===== src/include/phy_mgmt_pkg.sv =====
// Shared constants and types of the PHY management register bank
package phy_mgmt_pkg;

  // ----------------------------------------------------------------
  // Access port widths
  // ----------------------------------------------------------------
  localparam int IDX_W  = 5;
  localparam int DATA_W = 16;

  // ----------------------------------------------------------------
  // Register indexes
  // ----------------------------------------------------------------
  localparam logic [4:0] IDX_CTRL = 5'h00;
  localparam logic [4:0] IDX_STAT = 5'h01;
  localparam logic [4:0] IDX_IDHI = 5'h02;
  localparam logic [4:0] IDX_IDLO = 5'h03;
  localparam logic [4:0] IDX_ADV  = 5'h04;

  // ----------------------------------------------------------------
  // Basic control bit positions
  // ----------------------------------------------------------------
  localparam int CTRL_RST        = 15;
  localparam int CTRL_LOOP       = 14;
  localparam int CTRL_SPEED      = 13;
  localparam int CTRL_AN_EN      = 12;
  localparam int CTRL_PDOWN      = 11;
  localparam int CTRL_AN_RESTART = 9;
  localparam int CTRL_DUPLEX     = 8;
  localparam int CTRL_COL_TEST   = 7;

  // ----------------------------------------------------------------
  // Basic status bit positions
  // ----------------------------------------------------------------
  localparam int STAT_AN_DONE = 5;
  localparam int STAT_RFAULT  = 4;
  localparam int STAT_LINK    = 2;
  localparam int STAT_JABBER  = 1;

  // ----------------------------------------------------------------
  // Advertisement field positions
  // ----------------------------------------------------------------
  localparam int ADV_RFAULT   = 13;
  localparam int ADV_PAUSE_HI = 11;
  localparam int ADV_PAUSE_LO = 10;

  // ----------------------------------------------------------------
  // Masks and reset values
  // ----------------------------------------------------------------
  localparam logic [15:0] CTRL_WR_MASK     = 16'hf980;
  localparam logic [15:0] CTRL_RESET       = 16'h3100;
  localparam logic [15:0] CTRL_IMMUNE_MASK = 16'h0000;
  localparam logic [15:0] STAT_CONST       = 16'h7809;
  localparam logic [15:0] ADV_WR_MASK      = 16'h2dff;
  localparam logic [15:0] ADV_RESET        = 16'h01e1;
  localparam logic [15:0] ADV_IMMUNE_MASK  = 16'h0000;

  // ----------------------------------------------------------------
  // Pause encodings
  // ----------------------------------------------------------------
  localparam logic [1:0] PAUSE_NONE = 2'b00;
  localparam logic [1:0] PAUSE_SYM  = 2'b01;
  localparam logic [1:0] PAUSE_ASYM = 2'b10;
  localparam logic [1:0] PAUSE_BOTH = 2'b11;

  // ----------------------------------------------------------------
  // Timing
  // ----------------------------------------------------------------
  localparam int CLK_NS          = 5;
  localparam int SOFT_RST_NS     = 100;
  localparam int SOFT_RST_CYCLES = (SOFT_RST_NS + CLK_NS - 1) / CLK_NS;

  // Soft reset sequencer states, Gray along the path
  typedef enum logic [1:0] {
    RS_IDLE = 2'b00,
    RS_HOLD = 2'b01,
    RS_DONE = 2'b11
  } rst_state_t;

endpackage


===== src/logic/sync_2ff.sv =====
// Two flip-flop synchroniser for a vector of independent levels
`timescale 1ns/100ps
`default_nettype none
module sync_2ff #(
  parameter int W = 1
) (
  input  wire logic         clk_sys,
  input  wire logic         sys_rst,
  input  wire logic [W-1:0] async_in,
  output logic      [W-1:0] sync_out
);

  logic [W-1:0] meta_ff;
  logic [W-1:0] stab_ff;

  // First stage is read only by the second stage
  always_ff @(posedge clk_sys or posedge sys_rst) begin
    if (sys_rst) begin
      meta_ff <= '0;
      stab_ff <= '0;
    end else begin
      meta_ff <= async_in;
      stab_ff <= meta_ff;
    end
  end

  assign sync_out = stab_ff;

endmodule // sync_2ff
`default_nettype wire


===== src/logic/soft_reset_timer.sv =====
// Sequencer that holds the soft reset for a fixed number of cycles
`timescale 1ns/100ps
`default_nettype none
module soft_reset_timer #(
  parameter int CYCLES = phy_mgmt_pkg::SOFT_RST_CYCLES
) (
  input  wire logic clk_sys,
  input  wire logic sys_rst,
  input  wire logic start,
  output logic      busy,
  output logic      done
);

  localparam int CNT_W = $clog2(CYCLES + 1);

  phy_mgmt_pkg::rst_state_t state_ff;
  phy_mgmt_pkg::rst_state_t nxt_state;
  logic [CNT_W-1:0]         cnt_ff;
  logic [CNT_W-1:0]         nxt_cnt;
  logic                     done_ff;
  logic                     nxt_done;

  // Next state; a start while busy is ignored
  always_comb begin
    nxt_state = state_ff;
    nxt_cnt   = cnt_ff;
    nxt_done  = 1'b0;
    case (state_ff)
      phy_mgmt_pkg::RS_IDLE: begin
        if (start) begin
          nxt_state = phy_mgmt_pkg::RS_HOLD;
          nxt_cnt   = '0;
        end
      end
      phy_mgmt_pkg::RS_HOLD: begin
        nxt_cnt = cnt_ff + CNT_W'(1);
        if (cnt_ff == CNT_W'(CYCLES - 1)) begin
          nxt_state = phy_mgmt_pkg::RS_DONE;
          nxt_done  = 1'b1;
        end
      end
      phy_mgmt_pkg::RS_DONE: begin
        nxt_state = phy_mgmt_pkg::RS_IDLE;
      end
      default: begin
        nxt_state = phy_mgmt_pkg::RS_IDLE;
      end
    endcase
  end

  // State registers
  always_ff @(posedge clk_sys or posedge sys_rst) begin
    if (sys_rst) begin
      state_ff <= phy_mgmt_pkg::RS_IDLE;
      cnt_ff   <= '0;
      done_ff  <= 1'b0;
    end else begin
      state_ff <= nxt_state;
      cnt_ff   <= nxt_cnt;
      done_ff  <= nxt_done;
    end
  end

  assign busy = (state_ff != phy_mgmt_pkg::RS_IDLE);
  assign done = done_ff;

endmodule // soft_reset_timer
`default_nettype wire


===== src/logic/phy_mgmt_register_bank.sv =====
// Management register bank of a 10/100 PHY, reached by register index
`timescale 1ns/100ps
`default_nettype none

// Operation
// - Bank has no memory address; reached only through MAC indexed control and data.
// - Immune fields survive a soft reset but return to defaults on hardware reset.
// - Writing control bit 15 starts soft reset; bit clears itself when finished.
// - Control bit 14 selects loopback; resets to 0.
// - Bit 13 picks 100/10 Mbps, bit 8 full/half duplex; ignored under autoneg.
// - Control bit 12 enables autoneg, overrides manual speed and duplex; resets to 1.
// - Bit 11 powers down; after clearing, autoneg may finish and set status bit 5.
// - Writing control bit 9 restarts autoneg; bit clears itself and reads 0.
// - Control bit 7 enables the collision test; resets to 0.
// - Status bits 14 to 11 read 1, bit 15 reads 0.
// - Status bit 5 shows autoneg complete; read-only, resets to 0.
// - Status bit 4 latches high on remote fault; resets to 0.
// - Status bit 2 shows link, latches low on loss; resets to 0.
// - Status bit 1 latches high on jabber; resets to 0.
// - Status bits 3 and 0 read constant 1.
// - Identifier registers return OUI bits, six-bit model and four-bit revision.
// - Advertisement bit 13 is writable remote fault flag; resets to 0.
// - Advertisement bits 11:10 encode pause capability; reset to 00.
// - With both pause types advertised, adopt at most one on completion.
// - Advertisement bits 8 to 5 reset to 1; selector 4:0 resets to 00001.
module phy_mgmt_register_bank #(
  parameter logic [15:0] OUI_HI   = 16'h1234, // Arbitrary value
  parameter logic [5:0]  OUI_LO   = 6'h2a,    // Arbitrary value
  parameter logic [5:0]  MODEL_NO = 6'h05,    // Arbitrary value
  parameter logic [3:0]  REV_NO   = 4'h1,     // Arbitrary value
  parameter int          RST_CYC  = phy_mgmt_pkg::SOFT_RST_CYCLES
) (
  input  wire logic        clk_sys,
  input  wire logic        sys_rst,
  input  wire logic [4:0]  acc_index,
  input  wire logic [15:0] acc_wr_data,
  input  wire logic        acc_wr_en,
  input  wire logic        acc_rd_en,
  output logic      [15:0] acc_rd_data,
  output logic             acc_rd_valid,
  input  wire logic        link_up_in,
  input  wire logic        remote_fault_in,
  input  wire logic        jabber_in,
  input  wire logic        an_done_in,
  input  wire logic        neg_speed_100_in,
  input  wire logic        neg_full_duplex_in,
  output logic             soft_reset_active,
  output logic             loopback_en,
  output logic             speed_100,
  output logic             full_duplex,
  output logic             an_enable,
  output logic             power_down,
  output logic             an_restart,
  output logic             col_test_en,
  output logic      [15:0] adv_word,
  output logic             pause_sym,
  output logic             pause_asym
);

  // ----------------------------------------------------------------
  // Declarations
  // ----------------------------------------------------------------
  logic [5:0]  cond_s;
  logic        link_s;
  logic        rfault_s;
  logic        jab_s;
  logic        an_done_s;
  logic        nspeed_s;
  logic        nduplex_s;
  logic        rst_start;
  logic        rst_busy;
  logic        rst_done;
  logic        wr_ctrl;
  logic        wr_adv;
  logic        rd_stat;
  logic [15:0] ctrl_ff;
  logic [15:0] nxt_ctrl;
  logic [15:0] adv_ff;
  logic [15:0] nxt_adv;
  logic        restart_ff;
  logic        nxt_restart;
  logic        rf_lh_ff;
  logic        nxt_rf_lh;
  logic        jab_lh_ff;
  logic        nxt_jab_lh;
  logic        link_ll_ff;
  logic        nxt_link_ll;
  logic        speed_ff;
  logic        nxt_speed;
  logic        duplex_ff;
  logic        nxt_duplex;
  logic        psym_ff;
  logic        nxt_psym;
  logic        pasym_ff;
  logic        nxt_pasym;
  logic        an_cmpl;
  logic [15:0] stat_word;
  logic [15:0] rd_word;
  logic [15:0] rd_data_ff;
  logic [15:0] nxt_rd_data;
  logic        rd_valid_ff;

  // Index decode shared by the read and write paths
  function automatic logic idx_hit(input logic [4:0] idx,
                                   input logic [4:0] tgt,
                                   input logic       en);
    idx_hit = en && (idx == tgt);
  endfunction

  // ----------------------------------------------------------------
  // Condition inputs from the analog side
  // ----------------------------------------------------------------
  sync_2ff #(
    .W (6)
  ) u_sync (
    .clk_sys  (clk_sys),
    .sys_rst  (sys_rst),
    .async_in ({link_up_in, remote_fault_in, jabber_in, an_done_in,
                neg_speed_100_in, neg_full_duplex_in}),
    .sync_out (cond_s)
  );

  assign {link_s, rfault_s, jab_s, an_done_s, nspeed_s, nduplex_s} = cond_s;

  // ----------------------------------------------------------------
  // Soft reset sequencer
  // ----------------------------------------------------------------
  soft_reset_timer #(
    .CYCLES (RST_CYC)
  ) u_rst (
    .clk_sys (clk_sys),
    .sys_rst (sys_rst),
    .start   (rst_start),
    .busy    (rst_busy),
    .done    (rst_done)
  );

  // Indexed access decode; nothing here is memory mapped
  assign wr_ctrl = idx_hit(acc_index, phy_mgmt_pkg::IDX_CTRL, acc_wr_en);
  assign wr_adv  = idx_hit(acc_index, phy_mgmt_pkg::IDX_ADV, acc_wr_en);
  assign rd_stat = idx_hit(acc_index, phy_mgmt_pkg::IDX_STAT, acc_rd_en);

  // A second start while busy would be lost, so only start from idle
  assign rst_start = wr_ctrl && acc_wr_data[phy_mgmt_pkg::CTRL_RST]
                     && !ctrl_ff[phy_mgmt_pkg::CTRL_RST] && !rst_busy;

  // ----------------------------------------------------------------
  // Control and advertisement registers
  // ----------------------------------------------------------------
  // Writes during a soft reset are dropped; the host should not mix bits
  always_comb begin
    nxt_ctrl    = ctrl_ff;
    nxt_adv     = adv_ff;
    nxt_restart = 1'b0;
    if (rst_done) begin
      nxt_ctrl = (ctrl_ff & phy_mgmt_pkg::CTRL_IMMUNE_MASK)
               | (phy_mgmt_pkg::CTRL_RESET & ~phy_mgmt_pkg::CTRL_IMMUNE_MASK);
      nxt_adv  = (adv_ff & phy_mgmt_pkg::ADV_IMMUNE_MASK)
               | (phy_mgmt_pkg::ADV_RESET & ~phy_mgmt_pkg::ADV_IMMUNE_MASK);
    end else if (!ctrl_ff[phy_mgmt_pkg::CTRL_RST]) begin
      if (wr_ctrl) begin
        nxt_ctrl    = acc_wr_data & phy_mgmt_pkg::CTRL_WR_MASK;
        nxt_restart = acc_wr_data[phy_mgmt_pkg::CTRL_AN_RESTART];
      end
      if (wr_adv) begin
        nxt_adv = acc_wr_data & phy_mgmt_pkg::ADV_WR_MASK;
      end
    end
  end

  // Hardware reset returns every field, immune or not, to default
  always_ff @(posedge clk_sys or posedge sys_rst) begin
    if (sys_rst) begin
      ctrl_ff    <= phy_mgmt_pkg::CTRL_RESET;
      adv_ff     <= phy_mgmt_pkg::ADV_RESET;
      restart_ff <= 1'b0;
    end else begin
      ctrl_ff    <= nxt_ctrl;
      adv_ff     <= nxt_adv;
      restart_ff <= nxt_restart;
    end
  end

  // ----------------------------------------------------------------
  // Latched status bits
  // ----------------------------------------------------------------
  // A read reloads from the live condition, so an event in the read cycle wins
  always_comb begin
    nxt_rf_lh   = rf_lh_ff | rfault_s;
    nxt_jab_lh  = jab_lh_ff | jab_s;
    nxt_link_ll = link_ll_ff & link_s;
    if (rd_stat) begin
      nxt_rf_lh   = rfault_s;
      nxt_jab_lh  = jab_s;
      nxt_link_ll = link_s;
    end
    // Soft reset clears the latches, but a fault present that cycle still sets
    if (rst_done) begin
      nxt_rf_lh   = rfault_s;
      nxt_jab_lh  = jab_s;
      nxt_link_ll = 1'b0;
    end
  end

  // Latch registers
  always_ff @(posedge clk_sys or posedge sys_rst) begin
    if (sys_rst) begin
      rf_lh_ff   <= 1'b0;
      jab_lh_ff  <= 1'b0;
      link_ll_ff <= 1'b0;
    end else begin
      rf_lh_ff   <= nxt_rf_lh;
      jab_lh_ff  <= nxt_jab_lh;
      link_ll_ff <= nxt_link_ll;
    end
  end

  // ----------------------------------------------------------------
  // Operating mode results
  // ----------------------------------------------------------------
  // Completion only counts while autoneg runs and the PHY is powered
  assign an_cmpl = an_done_s && ctrl_ff[phy_mgmt_pkg::CTRL_AN_EN]
                   && !ctrl_ff[phy_mgmt_pkg::CTRL_PDOWN];

  // Autoneg result overrides the manual bits; both pause types give symmetric
  always_comb begin
    nxt_speed  = ctrl_ff[phy_mgmt_pkg::CTRL_SPEED];
    nxt_duplex = ctrl_ff[phy_mgmt_pkg::CTRL_DUPLEX];
    nxt_psym   = 1'b0;
    nxt_pasym  = 1'b0;
    if (ctrl_ff[phy_mgmt_pkg::CTRL_AN_EN]) begin
      nxt_speed  = nspeed_s;
      nxt_duplex = nduplex_s;
    end
    if (an_cmpl) begin
      case (adv_ff[phy_mgmt_pkg::ADV_PAUSE_HI:phy_mgmt_pkg::ADV_PAUSE_LO])
        phy_mgmt_pkg::PAUSE_SYM:  nxt_psym  = 1'b1;
        phy_mgmt_pkg::PAUSE_ASYM: nxt_pasym = 1'b1;
        phy_mgmt_pkg::PAUSE_BOTH: nxt_psym  = 1'b1;
        default:                  nxt_psym  = 1'b0;
      endcase
    end
  end

  // Mode result registers
  always_ff @(posedge clk_sys or posedge sys_rst) begin
    if (sys_rst) begin
      speed_ff  <= 1'b0;
      duplex_ff <= 1'b0;
      psym_ff   <= 1'b0;
      pasym_ff  <= 1'b0;
    end else begin
      speed_ff  <= nxt_speed;
      duplex_ff <= nxt_duplex;
      psym_ff   <= nxt_psym;
      pasym_ff  <= nxt_pasym;
    end
  end

  // ----------------------------------------------------------------
  // Read path
  // ----------------------------------------------------------------
  // Status word: constant abilities plus live and latched bits
  always_comb begin
    stat_word = phy_mgmt_pkg::STAT_CONST;
    stat_word[phy_mgmt_pkg::STAT_AN_DONE] = an_cmpl;
    stat_word[phy_mgmt_pkg::STAT_RFAULT]  = rf_lh_ff;
    stat_word[phy_mgmt_pkg::STAT_LINK]    = link_ll_ff;
    stat_word[phy_mgmt_pkg::STAT_JABBER]  = jab_lh_ff;
  end

  // Read mux; unmapped indexes read zero
  always_comb begin
    rd_word = 16'h0000;
    if (acc_index == phy_mgmt_pkg::IDX_CTRL) begin
      rd_word = ctrl_ff;
      rd_word[phy_mgmt_pkg::CTRL_AN_RESTART] = restart_ff;
    end else if (acc_index == phy_mgmt_pkg::IDX_STAT) begin
      rd_word = stat_word;
    end else if (acc_index == phy_mgmt_pkg::IDX_IDHI) begin
      rd_word = OUI_HI;
    end else if (acc_index == phy_mgmt_pkg::IDX_IDLO) begin
      rd_word = {OUI_LO, MODEL_NO, REV_NO};
    end else if (acc_index == phy_mgmt_pkg::IDX_ADV) begin
      rd_word = adv_ff;
    end
    nxt_rd_data = acc_rd_en ? rd_word : rd_data_ff;
  end

  // Read data holds until the next read
  always_ff @(posedge clk_sys or posedge sys_rst) begin
    if (sys_rst) begin
      rd_data_ff  <= 16'h0000;
      rd_valid_ff <= 1'b0;
    end else begin
      rd_data_ff  <= nxt_rd_data;
      rd_valid_ff <= acc_rd_en;
    end
  end

  // ----------------------------------------------------------------
  // Outputs, all taken from flip-flops
  // ----------------------------------------------------------------
  assign acc_rd_data       = rd_data_ff;
  assign acc_rd_valid      = rd_valid_ff;
  assign soft_reset_active = ctrl_ff[phy_mgmt_pkg::CTRL_RST];
  assign loopback_en       = ctrl_ff[phy_mgmt_pkg::CTRL_LOOP];
  assign speed_100         = speed_ff;
  assign full_duplex       = duplex_ff;
  assign an_enable         = ctrl_ff[phy_mgmt_pkg::CTRL_AN_EN];
  assign power_down        = ctrl_ff[phy_mgmt_pkg::CTRL_PDOWN];
  assign an_restart        = restart_ff;
  assign col_test_en       = ctrl_ff[phy_mgmt_pkg::CTRL_COL_TEST];
  assign adv_word          = adv_ff;
  assign pause_sym         = psym_ff;
  assign pause_asym        = pasym_ff;

  // ----------------------------------------------------------------
  // Assertions
  // ----------------------------------------------------------------
  property p_rst_start;
    @(posedge clk_sys) disable iff (sys_rst)
    rst_start |=> soft_reset_active;
  endproperty
  a_rst_start: assert property (p_rst_start)
    else $error("soft reset bit did not set");

  property p_rst_clear;
    @(posedge clk_sys) disable iff (sys_rst)
    $rose(soft_reset_active) |-> soft_reset_active [*2] ##[1:400] !soft_reset_active;
  endproperty
  a_rst_clear: assert property (p_rst_clear)
    else $error("soft reset bit did not self-clear");

  property p_rst_done;
    @(posedge clk_sys) disable iff (sys_rst)
    rst_done |=> !soft_reset_active;
  endproperty
  a_rst_done: assert property (p_rst_done)
    else $error("soft reset bit still set after the sequence ended");

  property p_loop;
    @(posedge clk_sys) disable iff (sys_rst)
    (wr_ctrl && !soft_reset_active && !rst_done)
      |=> (loopback_en == $past(acc_wr_data[phy_mgmt_pkg::CTRL_LOOP]));
  endproperty
  a_loop: assert property (p_loop)
    else $error("loopback bit not written");

  property p_restart;
    @(posedge clk_sys) disable iff (sys_rst)
    an_restart |=> !an_restart;
  endproperty
  a_restart: assert property (p_restart)
    else $error("restart bit did not self-clear");

  property p_stat_const;
    @(posedge clk_sys) disable iff (sys_rst)
    rd_stat |=> (acc_rd_data[15:11] == 5'h0f) && acc_rd_valid;
  endproperty
  a_stat_const: assert property (p_stat_const)
    else $error("ability bits wrong");

  property p_ext_cap;
    @(posedge clk_sys) disable iff (sys_rst)
    rd_stat |=> acc_rd_data[3] && acc_rd_data[0];
  endproperty
  a_ext_cap: assert property (p_ext_cap)
    else $error("autoneg or extended ability bit low");

  property p_pause_one;
    @(posedge clk_sys) disable iff (sys_rst)
    !(pause_sym && pause_asym);
  endproperty
  a_pause_one: assert property (p_pause_one)
    else $error("both pause settings adopted");

  property p_rsvd;
    @(posedge clk_sys) disable iff (sys_rst)
    (acc_rd_en && acc_index == phy_mgmt_pkg::IDX_CTRL)
      |=> (acc_rd_data[10] == 1'b0) && (acc_rd_data[6:0] == 7'h00);
  endproperty
  a_rsvd: assert property (p_rsvd)
    else $error("reserved control bits read nonzero");

  property p_fault_lh;
    @(posedge clk_sys) disable iff (sys_rst)
    (rfault_s && !rst_done) |=> rf_lh_ff;
  endproperty
  a_fault_lh: assert property (p_fault_lh)
    else $error("remote fault not latched");

  property p_link_ll;
    @(posedge clk_sys) disable iff (sys_rst)
    !link_s |=> !link_ll_ff;
  endproperty
  a_link_ll: assert property (p_link_ll)
    else $error("link loss not latched low");

endmodule // phy_mgmt_register_bank
`default_nettype wire


===== config.mk =====
export PLATFORM = sky130hd
export DESIGN_NAME = phy_mgmt_register_bank
export DESIGN_NICKNAME = d
export VERILOG_FILES = /design/src/include/phy_mgmt_pkg.sv /design/src/logic/sync_2ff.sv /design/src/logic/soft_reset_timer.sv /design/src/logic/phy_mgmt_register_bank.sv
export SDC_FILE = /design/constraint.sdc
export NUM_CORES = 1
export LEC_CHECK = 0
export BUFFER_PORTS_ARGS = -buffer_cell sky130_fd_sc_hd__clkbuf_2
export CORE_UTILIZATION = 55
export DETAILED_ROUTE_END_ITERATION = 8
export PLACE_DENSITY_LB_ADDON = 0.15
export SETUP_SLACK_MARGIN = 0.4
export SLEW_MARGIN = 40
export SYNTH_ARGS = -nofsm -noshare
export SYNTH_HDL_FRONTEND = slang
export SYNTH_SLANG_ARGS = --single-unit

===== constraint.sdc =====
create_clock -name clk_sys -period 4.2 [get_ports clk_sys]
set_clock_uncertainty 0.1 [all_clocks]
set_input_delay 0.84 -clock clk_sys [delete_from_list [all_inputs] [get_ports clk_sys]]
set_output_delay 0.84 -clock clk_sys [all_outputs]
set_load 0.01 [all_outputs]

==> metrics.md, run 1 <==
| Metric | Value |
|---|---|
| Run status | `completed` |
| Share of final-layout standard cells stronger than drive strength 1 | `34.5%` |
| H-tree level count | `3` |
| Combinational power share | `between 15 and 20%` |
| Die extent in y | `between 70 and 80 µm` |
| Die W | `between 70 and 80 µm` |
| Total Negative Setup Slacks | `0 ns` |
| Final hold violations | `0` |
| RePlAce Congestion | `0.796` |
| Critical-path top delay cell | `sky130_fd_sc_hd__nor3_2` |
| Area Overhead vs Synth | `18.2%` |
| TritonCTS clock tree | `yes` |
| Xor/xnor cell area share of the yosys netlist | `0%` |
| Main synth FF type | `sky130_fd_sc_hd__dfrtp_1` |
| Total standard cell area after synthesis | `roughly 2800 µm²` |
| DRT Pass-1 Iters | `4` |
| Longest Clk Path Bufs | `2` |
| Overall global routing resource usage | `roughly a quarter` |
| Port-buffer cells | `69` |
| Total chip power | `approximately 1.6 mW` |
| Pin count of the biggest net entering global routing | `48` |
| Worst flop-to-flop path startpoint | `ctrl_ff[15]` |
| Number of max-capacitance violations reported | `0` |
| Filler Cell Count | `401` |
| Setup repair after global routing missed its margin | `false` |
| Cell Pwr Density | `about 480 nW/µm²` |
| Number of endpoints failing setup at the final stage | `0` |
| Avg Vias per Cell | `5.40` |
| Ports placed on the boundary | `between 70 and 80` |
| Via count of the first global-routing pass | `about 1.9k` |
| Highest-count cells in the layout ignoring fill and taps | `sky130_fd_sc_hd__clkbuf_2 (69), sky130_fd_sc_hd__dfrtp_1 (56), sky130_fd_sc_hd__nand2_1 (22), sky130_fd_sc_hd__nand3_1 (21), sky130_fd_sc_hd__a21oi_1 (20)` |
| Switching share of total power | `around 29%` |
| Placed cell count | `approximately 370` |
| Worst ir drop on vdd | `roughly 0.31 mV` |
| Cells along the critical path | `clkbuf_2, nor3_2, a41oi_1, or2_4, a22o_1` |
| Kind of critical path | `in -> reg` |
| Worst-margin pin slew | `~0.75 ns` |
| Worst setup startpoint | `acc_index[2]` |
| Share of async-settable or async-resettable flops after synthesis | `100%` |
| Worst hold path type | `reg -> reg` |
| Normalized max-slew margin | `50.1%` |
| Detailed-route DRC error count | `0` |
| Fraction of post-synthesis cell area in the top cell type by area | `between 50 and 60%` |
| Floorplan die area | `approximately 5300 µm²` |
| P_leak | `1.55 nW` |
| Number of DRC violations after detailed-routing iteration 0 | `160` |
| Number of nets at the end of the flow | `349` |
| Final Critical Period | `about 2.2 ns` |
| CTS Hold Buffers Added | `0` |
| Initial standard-cell utilization of the core | `around three fifths` |
| Number of gates resized after cts | `0` |
| Proportion of power drawn by the clock network | `a little under a third` |
| Initial antenna violation count | `0` |
| Library cell with the largest summed area after synthesis | `sky130_fd_sc_hd__dfrtp_1` |
| Top post-synthesis cells by area | `sky130_fd_sc_hd__dfrtp_1 (50%), sky130_fd_sc_hd__dfstp_2 (7.6%), sky130_fd_sc_hd__nand3_1 (3.8%), sky130_fd_sc_hd__a21oi_1 (3.6%), sky130_fd_sc_hd__nand2_1 (3.0%)` |
| Mean routed wirelength per cell | `approximately 15 µm` |
| Commonest non-fill, non-tap cell in the layout | `sky130_fd_sc_hd__clkbuf_2` |
| Total clock buffers created by CTS | `9` |
| CTS clk-pin slew, worst paths | `~0.060 ns` |
| Sinks on the clock net | `64` |
| Kind of start point of the critical path | `input port` |
| Final WS setup | `1.96 ns` |
| Yosys Warn Count | `0` |
| Synthesized-area fraction occupied by ao, oa, aoi and oai cells | `roughly an eighth` |
| Post-Synth Simple-Gate Area | `19.4%` |
| Depth of the worst register-to-register path | `5` |
| End of the worst register-to-register path | `u_rst.cnt_ff[3]` |
| Total number of vias | `between 2k and 2.5k` |
| Diodes inserted | `0` |
| Crit path capture type | `flip-flop` |
| Post-synthesis mux area share | `2.39%` |
| Layout Cells excl Fill | `between 300 and 400` |
| Final number of max-transition violations | `0` |
| Distinct cells, synth | `47` |
| Setup crit end | `u_rst.cnt_ff[3]` |
| Pre-CTS setup slack | `1.58 ns` |
| Worst-path fanout max | `12` |
| Mean cell area of the mapped netlist | `~11 µm²` |
| Post-DRT Antenna Nets | `0` |
| Critical path data arrival time | `2.36 ns` |
| Total Wirelength | `between 5000 and 6000 µm` |
| Number of rows in the core area | `25` |
| Internal power consumption | `~1.1 mW` |
| Global-route wire length before repair | `9460 µm` |
| Slowest Stage Delay on Critical Path | `0.56 ns` |
| Core Util, Final | `roughly two thirds` |
| Switching Power | `about 0.45 mW` |
| Clock latency of the later-clocked register in the worst-skew pair | `~0.34 ns` |
| Detailed-placement wirelength estimate | `between 3000 and 4000 µm` |
| Adder-Cell Fraction of Synth Area | `less than 1%` |
| CTS root buf | `sky130_fd_sc_hd__clkbuf_8` |
| Maximum clock frequency | `~450 MHz` |
| Number of register bits inferred by synthesis | `64` |
| Final cycle utilization of the critical path | `between 50% and 60%` |
| Crit path required time | `around 4.3 ns` |
| Post-CTS setup buffers | `0` |
| Count of mapped cells out of synthesis | `251` |
| Placeable core region | `roughly 4800 µm²` |
| Combinational family with the most area after synthesis | `simple AND/OR/NAND/NOR gates` |
| Sequential share of power | `between 50% and 60%` |
| Portion of the post-synthesis area used by sequential elements | `58.0%` |
| Register-to-register setup slack | `2.35 ns` |
| Count of flip-flops with a built-in enable after synthesis | `0` |
| Total overflow reported by the global router | `0` |
==> through the flow <==
step                      area [µm²]  hold WS [ns]
final                           3280         0.248
after global routing            3280         0.254
after CTS                       3280         0.250
after detailed placement        3090         0.236
after global placement          3090         0.232
after floorplan                 2790         0.231
==> Yosys cell counts, types with 3 or more instances <==
library cell / instances
sky130_fd_sc_hd__nor2_1: 16
sky130_fd_sc_hd__inv_1: 11
sky130_fd_sc_hd__a21oi_1: 20
sky130_fd_sc_hd__a21oi_2: 4
sky130_fd_sc_hd__buf_1: 3
sky130_fd_sc_hd__nand3b_1: 10
sky130_fd_sc_hd__a21o_1: 4
sky130_fd_sc_hd__a22o_1: 3
sky130_fd_sc_hd__nor3_1: 3
sky130_fd_sc_hd__o21ai_0: 4
sky130_fd_sc_hd__dfstp_2: 8
sky130_fd_sc_hd__and2_1: 4
sky130_fd_sc_hd__nand3_2: 4
sky130_fd_sc_hd__a22oi_1: 5
sky130_fd_sc_hd__mux2_2: 5
sky130_fd_sc_hd__nor3b_1: 3
sky130_fd_sc_hd__nand3_1: 21
sky130_fd_sc_hd__o32ai_1: 4
sky130_fd_sc_hd__dfrtp_1: 56
sky130_fd_sc_hd__buf_2: 3
sky130_fd_sc_hd__nand2_1: 22
sky130_fd_sc_hd__buf_4: 7
==> cell type report <==
type | count | area [µm²] | area share (%)
multi-input cells | 160 | 991 | 30.2
flip-flops and latches | 64 | 1610 | 49.1
repair buffers | 71 | 360 | 11.0
well taps | 67 | 83.8 | 2.56
inverters | 11 | 43.8 | 1.33
clock buffers | 16 | 190 | 5.80
==> cell families (layout without fill, tap and decap cells) <==
logic type               after synthesis  in the layout
adder cells (fa/ha/maj)                1              1
flip-flops                            64             64
buffers and inverters                 30             98
other                                  1              4
AND/OR/NAND/NOR                       96             96
multiplexers                           6              6
AO/OA/AOI/OAI                         53             53
==> power groups by stage <==
stage	sequential (mW)	clock, mW	combinational (mW)
after detailed placement	0.805	0	0.274
after global routing	0.808	0.533	0.306
final	0.797	0.502	0.271
after CTS	0.794	0.506	0.275
after global placement	0.802	0	0.265
after floorplan	0.805	0	0.161
==> critical path: cells and delay by family <==
family                 cells  cell delay (ns)
AND/OR/NAND/NOR            2             0.87
AO/OA/AOI/OAI              2             0.47
buffers and inverters      1             0.17
==> layer usage <==
layer  track usage (%)  vias to the layer above  wire length (µm)
li1                  -                     1006                 -
met1              36.4                     1011              2780
met2              33.0                       73              2660
met3              5.94                        9               342
met4              10.7                        0                89
met5                 0                        -                 0
==> registers in the layout, indices dropped and copies added, names as in the netlist, 2 cells and up <==
name             count
u_sync.sync_out      6
u_sync.meta_ff       6
ctrl_ff              7
adv_word            12
u_rst.state_ff       2
acc_rd_data         16
u_rst.cnt_ff         5
==> worst min path at each step <==
stage | cells after the start | from | end | slack [ns]
2_1_floorplan | 0 | u_sync.meta_ff[0] | u_sync.sync_out[0] | 0.23
3_3_place_gp | 0 | u_sync.meta_ff[0] | u_sync.sync_out[0] | 0.23
3_5_place_dp | 0 | u_sync.meta_ff[4] | u_sync.sync_out[4] | 0.24
4_1_cts | 0 | u_sync.meta_ff[4] | u_sync.sync_out[4] | 0.25
5_1_grt | 0 | u_sync.meta_ff[0] | u_sync.sync_out[0] | 0.25
6_report | 0 | u_sync.meta_ff[3] | u_sync.sync_out[3] | 0.25
Power figures use the tool's default switching activity.
==> inputs of run 2 (changes only) <==
- ABC_AREA: unset -> 1
- CORE_UTILIZATION: 55 -> 52
- clock period: 4.2 -> 2.2 ns (I/O delays scaled with it)
==> metrics.md, run 2 <==
| Metric | Value |
|---|---|
| Crit path capture type | `flip-flop (unchanged)` |
| Number of nets at the end of the flow | `426 (was 349)` |
| Avg Vias per Cell | `5.07 (was 5.40)` |
| Total standard cell area after synthesis | `2830 µm² (was 2780 µm²)` |
| Final number of max-transition violations | `0 (unchanged)` |
| RePlAce Congestion | `0.898 (was 0.796)` |
| Distinct cells, synth | `29 (was 47)` |
| Total overflow reported by the global router | `0 (unchanged)` |
| Post-synthesis mux area share | `0% (was 2.39%)` |
| Number of max-capacitance violations reported | `0 (unchanged)` |
| Total Wirelength | `6310 µm (was 5880 µm)` |
| Highest-count cells in the layout ignoring fill and taps | `sky130_fd_sc_hd__nand2_1 (96), sky130_fd_sc_hd__clkbuf_2 (69), sky130_fd_sc_hd__dfrtp_1 (56), sky130_fd_sc_hd__inv_1 (30), sky130_fd_sc_hd__nand3_1 (30) (was sky130_fd_sc_hd__clkbuf_2 (69), sky130_fd_sc_hd__dfrtp_1 (56), sky130_fd_sc_hd__nand2_1 (22), sky130_fd_sc_hd__nand3_1 (21), sky130_fd_sc_hd__a21oi_1 (20))` |
| Number of register bits inferred by synthesis | `64 (unchanged)` |
| TritonCTS clock tree | `yes (unchanged)` |
| Combinational family with the most area after synthesis | `simple AND/OR/NAND/NOR gates (unchanged)` |
| Synthesized-area fraction occupied by ao, oa, aoi and oai cells | `4.07% (was 12.9%)` |
| Floorplan die area | `5730 µm² (was 5340 µm²)` |
| Worst ir drop on vdd | `0.638 mV (was 0.305 mV)` |
| Final hold violations | `0 (unchanged)` |
| Final Critical Period | `1.65 ns` |
| Run status | `completed (unchanged)` |
| Total clock buffers created by CTS | `9 (unchanged)` |
| Flip-flop count of the largest register, all copies and words added | `16 (unchanged)` |
| Filler Cell Count | `445 (was 401)` |
| Setup repair after global routing missed its margin | `false (unchanged)` |
| Sequential share of power | `51.5% (was 50.8%)` |
| Overall global routing resource usage | `24.5% (was 24.2%)` |
| Post-CTS setup buffers | `0 (unchanged)` |
| Number of rows in the core area | `26 (was 25)` |
| Global-route wire length before repair | `9890 µm (was 9460 µm)` |
| Total Negative Setup Slacks | `0 ns (unchanged)` |
| Commonest non-fill, non-tap cell in the layout | `sky130_fd_sc_hd__nand2_1 (was sky130_fd_sc_hd__clkbuf_2)` |
| Kind of critical path | `reg -> reg (was in -> reg)` |
| Die extent in y | `75.7 µm (was 73.1 µm)` |
| Crit path required time | `2.38 ns (was 4.32 ns)` |
| Diodes inserted | `0 (unchanged)` |
| Total chip power | `2.88 mW (was 1.57 mW)` |
| Clock latency of the later-clocked register in the worst-skew pair | `0.34 ns (about the same)` |
| Pre-CTS setup slack | `0.457 ns (was 1.58 ns)` |
| Proportion of power drawn by the clock network | `31.9% (about the same)` |
| Placeable core region | `5170 µm² (was 4790 µm²)` |
| Final cycle utilization of the critical path | `roughly three quarters` |
| DRT Pass-1 Iters | `5 (was 4)` |
| Sinks on the clock net | `64 (unchanged)` |
| Area Overhead vs Synth | `21.3% (was 18.2%)` |
| Die W | `75.7 µm (was 73.1 µm)` |
| CTS root buf | `sky130_fd_sc_hd__clkbuf_8 (unchanged)` |
| Longest Clk Path Bufs | `2 (unchanged)` |
| Fraction of post-synthesis cell area in the top cell type by area | `49.6% (was 50.5%)` |
| Yosys Warn Count | `0 (unchanged)` |
| Port-buffer cells | `69 (unchanged)` |
| Number of endpoints failing setup at the final stage | `0 (unchanged)` |
| CTS clk-pin slew, worst paths | `0.07 ns (was 0.06 ns)` |
| Register-to-register setup slack | `0.55 ns (was 2.35 ns)` |
| Worst-path fanout max | `8 (was 12)` |
| Initial antenna violation count | `0 (unchanged)` |
| Xor/xnor cell area share of the yosys netlist | `0% (unchanged)` |
| Mean cell area of the mapped netlist | `8.80 µm² (was 11.1 µm²)` |
| Leading post-synthesis cells by instance count | `sky130_fd_sc_hd__nand2_1 (96), sky130_fd_sc_hd__dfrtp_1 (56), sky130_fd_sc_hd__inv_1 (31) (was sky130_fd_sc_hd__dfrtp_1 (56), sky130_fd_sc_hd__nand2_1 (22), sky130_fd_sc_hd__nand3_1 (21))` |
| Top post-synthesis cells by area | `sky130_fd_sc_hd__dfrtp_1 (50%), sky130_fd_sc_hd__nand2_1 (13%), sky130_fd_sc_hd__dfstp_2 (7.4%), sky130_fd_sc_hd__nand3_1 (5.3%), sky130_fd_sc_hd__nand4_1 (4.4%) (was sky130_fd_sc_hd__dfrtp_1 (50%), sky130_fd_sc_hd__dfstp_2 (7.6%), sky130_fd_sc_hd__nand3_1 (3.8%), sky130_fd_sc_hd__a21oi_1 (3.6%), sky130_fd_sc_hd__nand2_1 (3.0%))` |
| Detailed-route DRC error count | `0 (unchanged)` |
| Number of gates resized after cts | `0 (unchanged)` |
| Number of DRC violations after detailed-routing iteration 0 | `127 (was 160)` |
| Count of flip-flops with a built-in enable after synthesis | `0 (unchanged)` |
| Main synth FF type | `sky130_fd_sc_hd__dfrtp_1 (unchanged)` |
| Most common cell in the synthesized netlist | `sky130_fd_sc_hd__nand2_1 (was sky130_fd_sc_hd__dfrtp_1)` |
| Count of mapped cells out of synthesis | `321 (was 251)` |
| Share of final-layout standard cells stronger than drive strength 1 | `30.1% (was 34.5%)` |
| Final WS setup | `0.553 ns (was 1.96 ns)` |
| Via count of the first global-routing pass | `2162 (was 1935)` |
| Detailed-placement wirelength estimate | `4500 µm (was 3950 µm)` |
| Cell Pwr Density | `841 nW/µm² (was 479 nW/µm²)` |
| Pin count of the biggest net entering global routing | `65 (was 48)` |
| Combinational power share | `16.6% (was 17.3%)` |
| H-tree level count | `3 (unchanged)` |
| Switching Power | `0.840 mW (was 0.452 mW)` |
| Kind of start point of the critical path | `flip-flop (was input port)` |
| Share of async-settable or async-resettable flops after synthesis | `100% (unchanged)` |
| Switching share of total power | `29.2% (was 28.8%)` |
| Ports placed on the boundary | `74 (unchanged)` |
| Total number of vias | `2379 (was 2099)` |
| Library cell with the largest summed area after synthesis | `sky130_fd_sc_hd__dfrtp_1 (unchanged)` |
| Post-Synth Simple-Gate Area | `30.8% (was 19.4%)` |
| P_leak | `1.89 nW (was 1.55 nW)` |
| Layout Cells excl Fill | `469 (was 389)` |
| Maximum clock frequency | `approximately 600 MHz` |
| Initial standard-cell utilization of the core | `54.6% (was 58.0%)` |
| Worst hold path type | `in -> async (was reg -> reg)` |
| Adder-Cell Fraction of Synth Area | `0.443% (was 0.451%)` |
| CTS Hold Buffers Added | `0 (unchanged)` |
| Mean routed wirelength per cell | `13.5 µm (was 15.1 µm)` |
| Internal power consumption | `2.04 mW (was 1.12 mW)` |
| Portion of the post-synthesis area used by sequential elements | `57.0% (was 58.0%)` |
| Placed cell count | `453 (was 373)` |
| Critical path data arrival time | `1.83 ns (was 2.36 ns)` |
| Post-DRT Antenna Nets | `0 (unchanged)` |
## run 2: area by class of cell
type / instances / area, µm² / share of cell area, %
Clock buffer: 13 / 169 / 4.93
Clock inverter: 3 / 15.0 / 0.438
Inverter: 33 / 128 / 3.72
Multi-Input combinational cell: 211 / 1010 / 29.6
Sequential cell: 64 / 1610 / 47.0
Tap cell: 70 / 87.6 / 2.56
Timing Repair Buffer: 75 / 403 / 11.8
## run 2: path summary, 6_finish.rpt
kind / from / end / cells after the start
worst max register to register: ctrl_ff[15] / ctrl_ff[14] / 6
min in group clk_sys: an_done_in / u_sync.meta_ff[2] / 1
worst min-delay path: sys_rst / ctrl_ff[7] / 3
max in group asynchronous: sys_rst / adv_word[6] / 3
worst max-delay path: ctrl_ff[15] / ctrl_ff[14] / 6
worst min register to register: u_sync.meta_ff[0] / u_sync.sync_out[0] / 0
## run 2: metrics by stage
stage | hold WS, ns | area (µm²) | util [%]
2_1_floorplan | 0.231 | 2840 | -
3_3_place_gp | 0.232 | 3240 | 62.7
3_5_place_dp | 0.239 | 3240 | 62.7
4_1_cts | 0.0767 | 3430 | 66.3
5_1_grt | 0.0885 | 3430 | 66.3
6_report | 0.0640 | 3430 | 66.3
## run 2: worst max-delay path, stage by stage (launching register included)
cell and delay, ns:
sky130_fd_sc_hd__dfrtp_1 0.44, sky130_fd_sc_hd__nor2_1 0.38, sky130_fd_sc_hd__buf_4 0.23, sky130_fd_sc_hd__nand2_2 0.13, sky130_fd_sc_hd__nor2_2 0.18, sky130_fd_sc_hd__nand2_1 0.06
sky130_fd_sc_hd__nand2_1 0.06
## run 2: power groups by stage
stage               sequential, mW  clock, mW  combinational (mW)
CTS                           1.48      0.927               0.483
detailed placement            1.50          0               0.479
global route                  1.50      0.992               0.548
global placement              1.50          0               0.472
floorplan                     1.50          0               0.286
finish                        1.48      0.919               0.478
## run 2: per-layer routing
metal | GRT usage [%] | share of wire [%]
met1 | 33.8 | 46
met2 | 36.2 | 46
met3 | 5.69 | 5.5
met4 | 13.4 | 2.4
met5 | 0 | 0
## run 2: cells by family after synthesis
logic type / count (synthesis)
AO/OA/AOI/OAI: 21
other: 1
AND/OR/NAND/NOR: 185
buffers and inverters: 49
flip-flops: 64
adder cells (fa/ha/maj): 1
==> inputs of run 3 (changes only) <==
- ABC_AREA: 1 -> 0
- CORE_UTILIZATION: 52 -> 47
- clock period: 2.2 -> 1.5 ns (I/O delays scaled with it)
==> metrics.md, run 3 (synthesized netlist as in run 1, its figures left out) <==
| Metric | Value |
|---|---|
| Longest Clk Path Bufs | `2 (unchanged)` |
| Initial antenna violation count | `0 (unchanged)` |
| Final number of max-transition violations | `0 (unchanged)` |
| Detailed-placement wirelength estimate | `4470 µm (was 4500 µm)` |
| Final cycle utilization of the critical path | `100% (was 74.9%)` |
| Global-route wire length before repair | `12100 µm (was 9890 µm)` |
| Final WS setup | `-0.00639 ns (was 0.553 ns)` |
| Die W | `78.9 µm (was 75.7 µm)` |
| Avg Vias per Cell | `5.70 (was 5.07)` |
| CTS clk-pin slew, worst paths | `0.07 ns (about the same)` |
| Floorplan die area | `6220 µm² (was 5730 µm²)` |
| Clock latency of the later-clocked register in the worst-skew pair | `0.35 ns (was 0.34 ns)` |
| P_leak | `2.08 nW (was 1.89 nW)` |
| Worst ir drop on vdd | `0.776 mV (was 0.638 mV)` |
| Total Negative Setup Slacks | `-0.00639 ns (was 0 ns)` |
| Total overflow reported by the global router | `0 (unchanged)` |
| Port-buffer cells | `69 (unchanged)` |
| Mean routed wirelength per cell | `19.9 µm (was 13.5 µm)` |
| Overall global routing resource usage | `26.6% (was 24.5%)` |
| Area Overhead vs Synth | `62.8% (was 21.3%)` |
| Depth of the worst register-to-register path | `4 (was 6)` |
| Final hold violations | `0 (unchanged)` |
| Kind of start point of the critical path | `flip-flop (unchanged)` |
| DRT Pass-1 Iters | `5 (unchanged)` |
| Via count of the first global-routing pass | `2371 (was 2162)` |
| CTS root buf | `sky130_fd_sc_hd__clkbuf_8 (unchanged)` |
| Pin count of the biggest net entering global routing | `65 (unchanged)` |
| RePlAce Congestion | `0.763 (was 0.898)` |
| Number of nets at the end of the flow | `428 (was 426)` |
| Failing checks | `setup timing` |
| Share of final-layout standard cells stronger than drive strength 1 | `63.6% (was 30.1%)` |
| Maximum clock frequency | `664 MHz (was 607 MHz)` |
| Number of max-capacitance violations reported | `0 (unchanged)` |
| Highest-count cells in the layout ignoring fill and taps | `sky130_fd_sc_hd__clkbuf_2 (57), sky130_fd_sc_hd__dfrtp_1 (55), sky130_fd_sc_hd__buf_4 (42), sky130_fd_sc_hd__buf_6 (29), sky130_fd_sc_hd__a21oi_2 (18) (was sky130_fd_sc_hd__nand2_1 (96), sky130_fd_sc_hd__clkbuf_2 (69), sky130_fd_sc_hd__dfrtp_1 (56), sky130_fd_sc_hd__inv_1 (30), sky130_fd_sc_hd__nand3_1 (30))` |
| Diodes inserted | `0 (unchanged)` |
| Ports placed on the boundary | `74 (unchanged)` |
| Number of cells on the worst hold path | `3` |
| Number of rows in the core area | `27 (was 26)` |
| Final Critical Period | `1.51 ns (was 1.65 ns)` |
| Sinks on the clock net | `64 (unchanged)` |
| Placed cell areas | `3400 µm² (was 3240 µm²)` |
| Worst hold path type | `in -> reg (was in -> async)` |
| Detailed-route DRC error count | `0 (unchanged)` |
| Number of endpoints failing setup at the final stage | `1 (was 0)` |
| Die extent in y | `78.9 µm (was 75.7 µm)` |
| TritonCTS clock tree | `yes (unchanged)` |
| Total clock buffers created by CTS | `9 (unchanged)` |
| Number of DRC violations after detailed-routing iteration 0 | `288 (was 127)` |
| Kind of critical path | `reg -> reg (unchanged)` |
| Flip-flop count of the largest register, all copies and words added | `16 (unchanged)` |
| Critical path data arrival time | `1.64 ns (was 1.83 ns)` |
| Commonest non-fill, non-tap cell in the layout | `sky130_fd_sc_hd__clkbuf_2 (was sky130_fd_sc_hd__nand2_1)` |
| Cell Pwr Density | `1220 nW/µm² (was 841 nW/µm²)` |
| Placeable core region | `5610 µm² (was 5170 µm²)` |
| Run status | `finished with violations (was completed)` |
| Post-DRT Antenna Nets | `0 (unchanged)` |
| Setup repair after global routing missed its margin | `true (was false)` |
| Crit path capture type | `flip-flop (unchanged)` |
| Total Wirelength | `9430 µm (was 6310 µm)` |
| Final cell area excluding filler cells | `4520 µm² (was 3430 µm²)` |
| Initial standard-cell utilization of the core | `49.5% (was 54.6%)` |
| Total number of vias | `2694 (was 2379)` |
| Crit path required time | `1.63 ns (was 2.38 ns)` |
| Worst-path fanout max | `5 (was 8)` |
| H-tree level count | `3 (unchanged)` |
==> run 3: cell types whose count changed in the layout (fill, tap and decap cells not counted), sizes merged, moves of 6 or more <==
cell         previous run  this run
or2                     7         1
nand4                  20         1
nand3b                  0        10
nor2                   24        17
inv                    32        10
o21ai                  12         4
buf                     6        84
clkbuf                 82        71
nand3                  32        25
nand2                  99        22
dlygate4sd3             0         7
a21oi                   5        24
==> run 3: where the power goes <==
part,leakage [nW],internal (mW),switching (mW)
logic,1.18,0.954,0.773
registers,0.792,2.00,0.238
clock network,0.103,0.855,0.686
==> run 3: worst paths after layout <==
kind,to,slack (ns),start
hold / removal,adv_word[2],0.06,acc_wr_data[2]
setup / recovery,u_rst.cnt_ff[3],-0.006,ctrl_ff[15]
hold reg to reg,u_sync.sync_out[2],0.25,u_sync.meta_ff[2]
min in group asynchronous,ctrl_ff[7],0.47,sys_rst
setup reg to reg,u_rst.cnt_ff[3],-0.006,ctrl_ff[15]
max in group asynchronous,adv_word[0],0.50,sys_rst
==> run 3: critical path, cell delays in order, from the launching register on <==
cell and delay [ns]:
sky130_fd_sc_hd__dfrtp_1 0.43, sky130_fd_sc_hd__nor2b_4 0.18, sky130_fd_sc_hd__a41oi_2 0.14, sky130_fd_sc_hd__or2_4 0.29, sky130_fd_sc_hd__a22o_1 0.25
==> run 3: timing repair <==
item	in CTS	in global routing
setup endpoints to repair	76	88
hold buffers	7	0
gates cloned	1	2
pin swaps	30	20
hold endpoints to repair	62	0
buffers inserted	31	20
gates resized for setup	54	59
==> run 3: layout make-up <==
class	instances	area, µm²
well taps	72	90.1
inverters	11	45.0
flip-flops and latches	64	1610
fillers	333	1090
multi-input cells	161	1330
clock buffers	13	159
clock inverters	3	40.0
repair buffers	149	1240
==> run 3: metrics by stage <==
stage	hold slack, ns	cells	total power [mW]	utilization [%]	worst slack [ns]
final	0.0647	473	5.50	80.6	-0.00639
after global routing	0.0812	473	5.68	80.6	-0.00757
after CTS	0.0654	451	5.04	74.0	-0.00106
after detailed placement	0.235	396	3.13	60.6	-0.0314
after global placement	0.233	396	3.10	60.6	0.00854
after floorplan	0.231	254	2.75	-	0.100
==> run 3: per-layer routing <==
| metal | GRT usage [%] | vias up | part of all wire (%) |
|---|---|---|---|
| li1 | - | 1168 | - |
| met2 | 40.3 | 154 | 49 |
| met3 | 5.86 | 34 | 6.4 |
| met4 | 11.6 | 0 | 3.5 |
| met1 | 36.8 | 1338 | 41 |
| met5 | 0 | - | 0 |
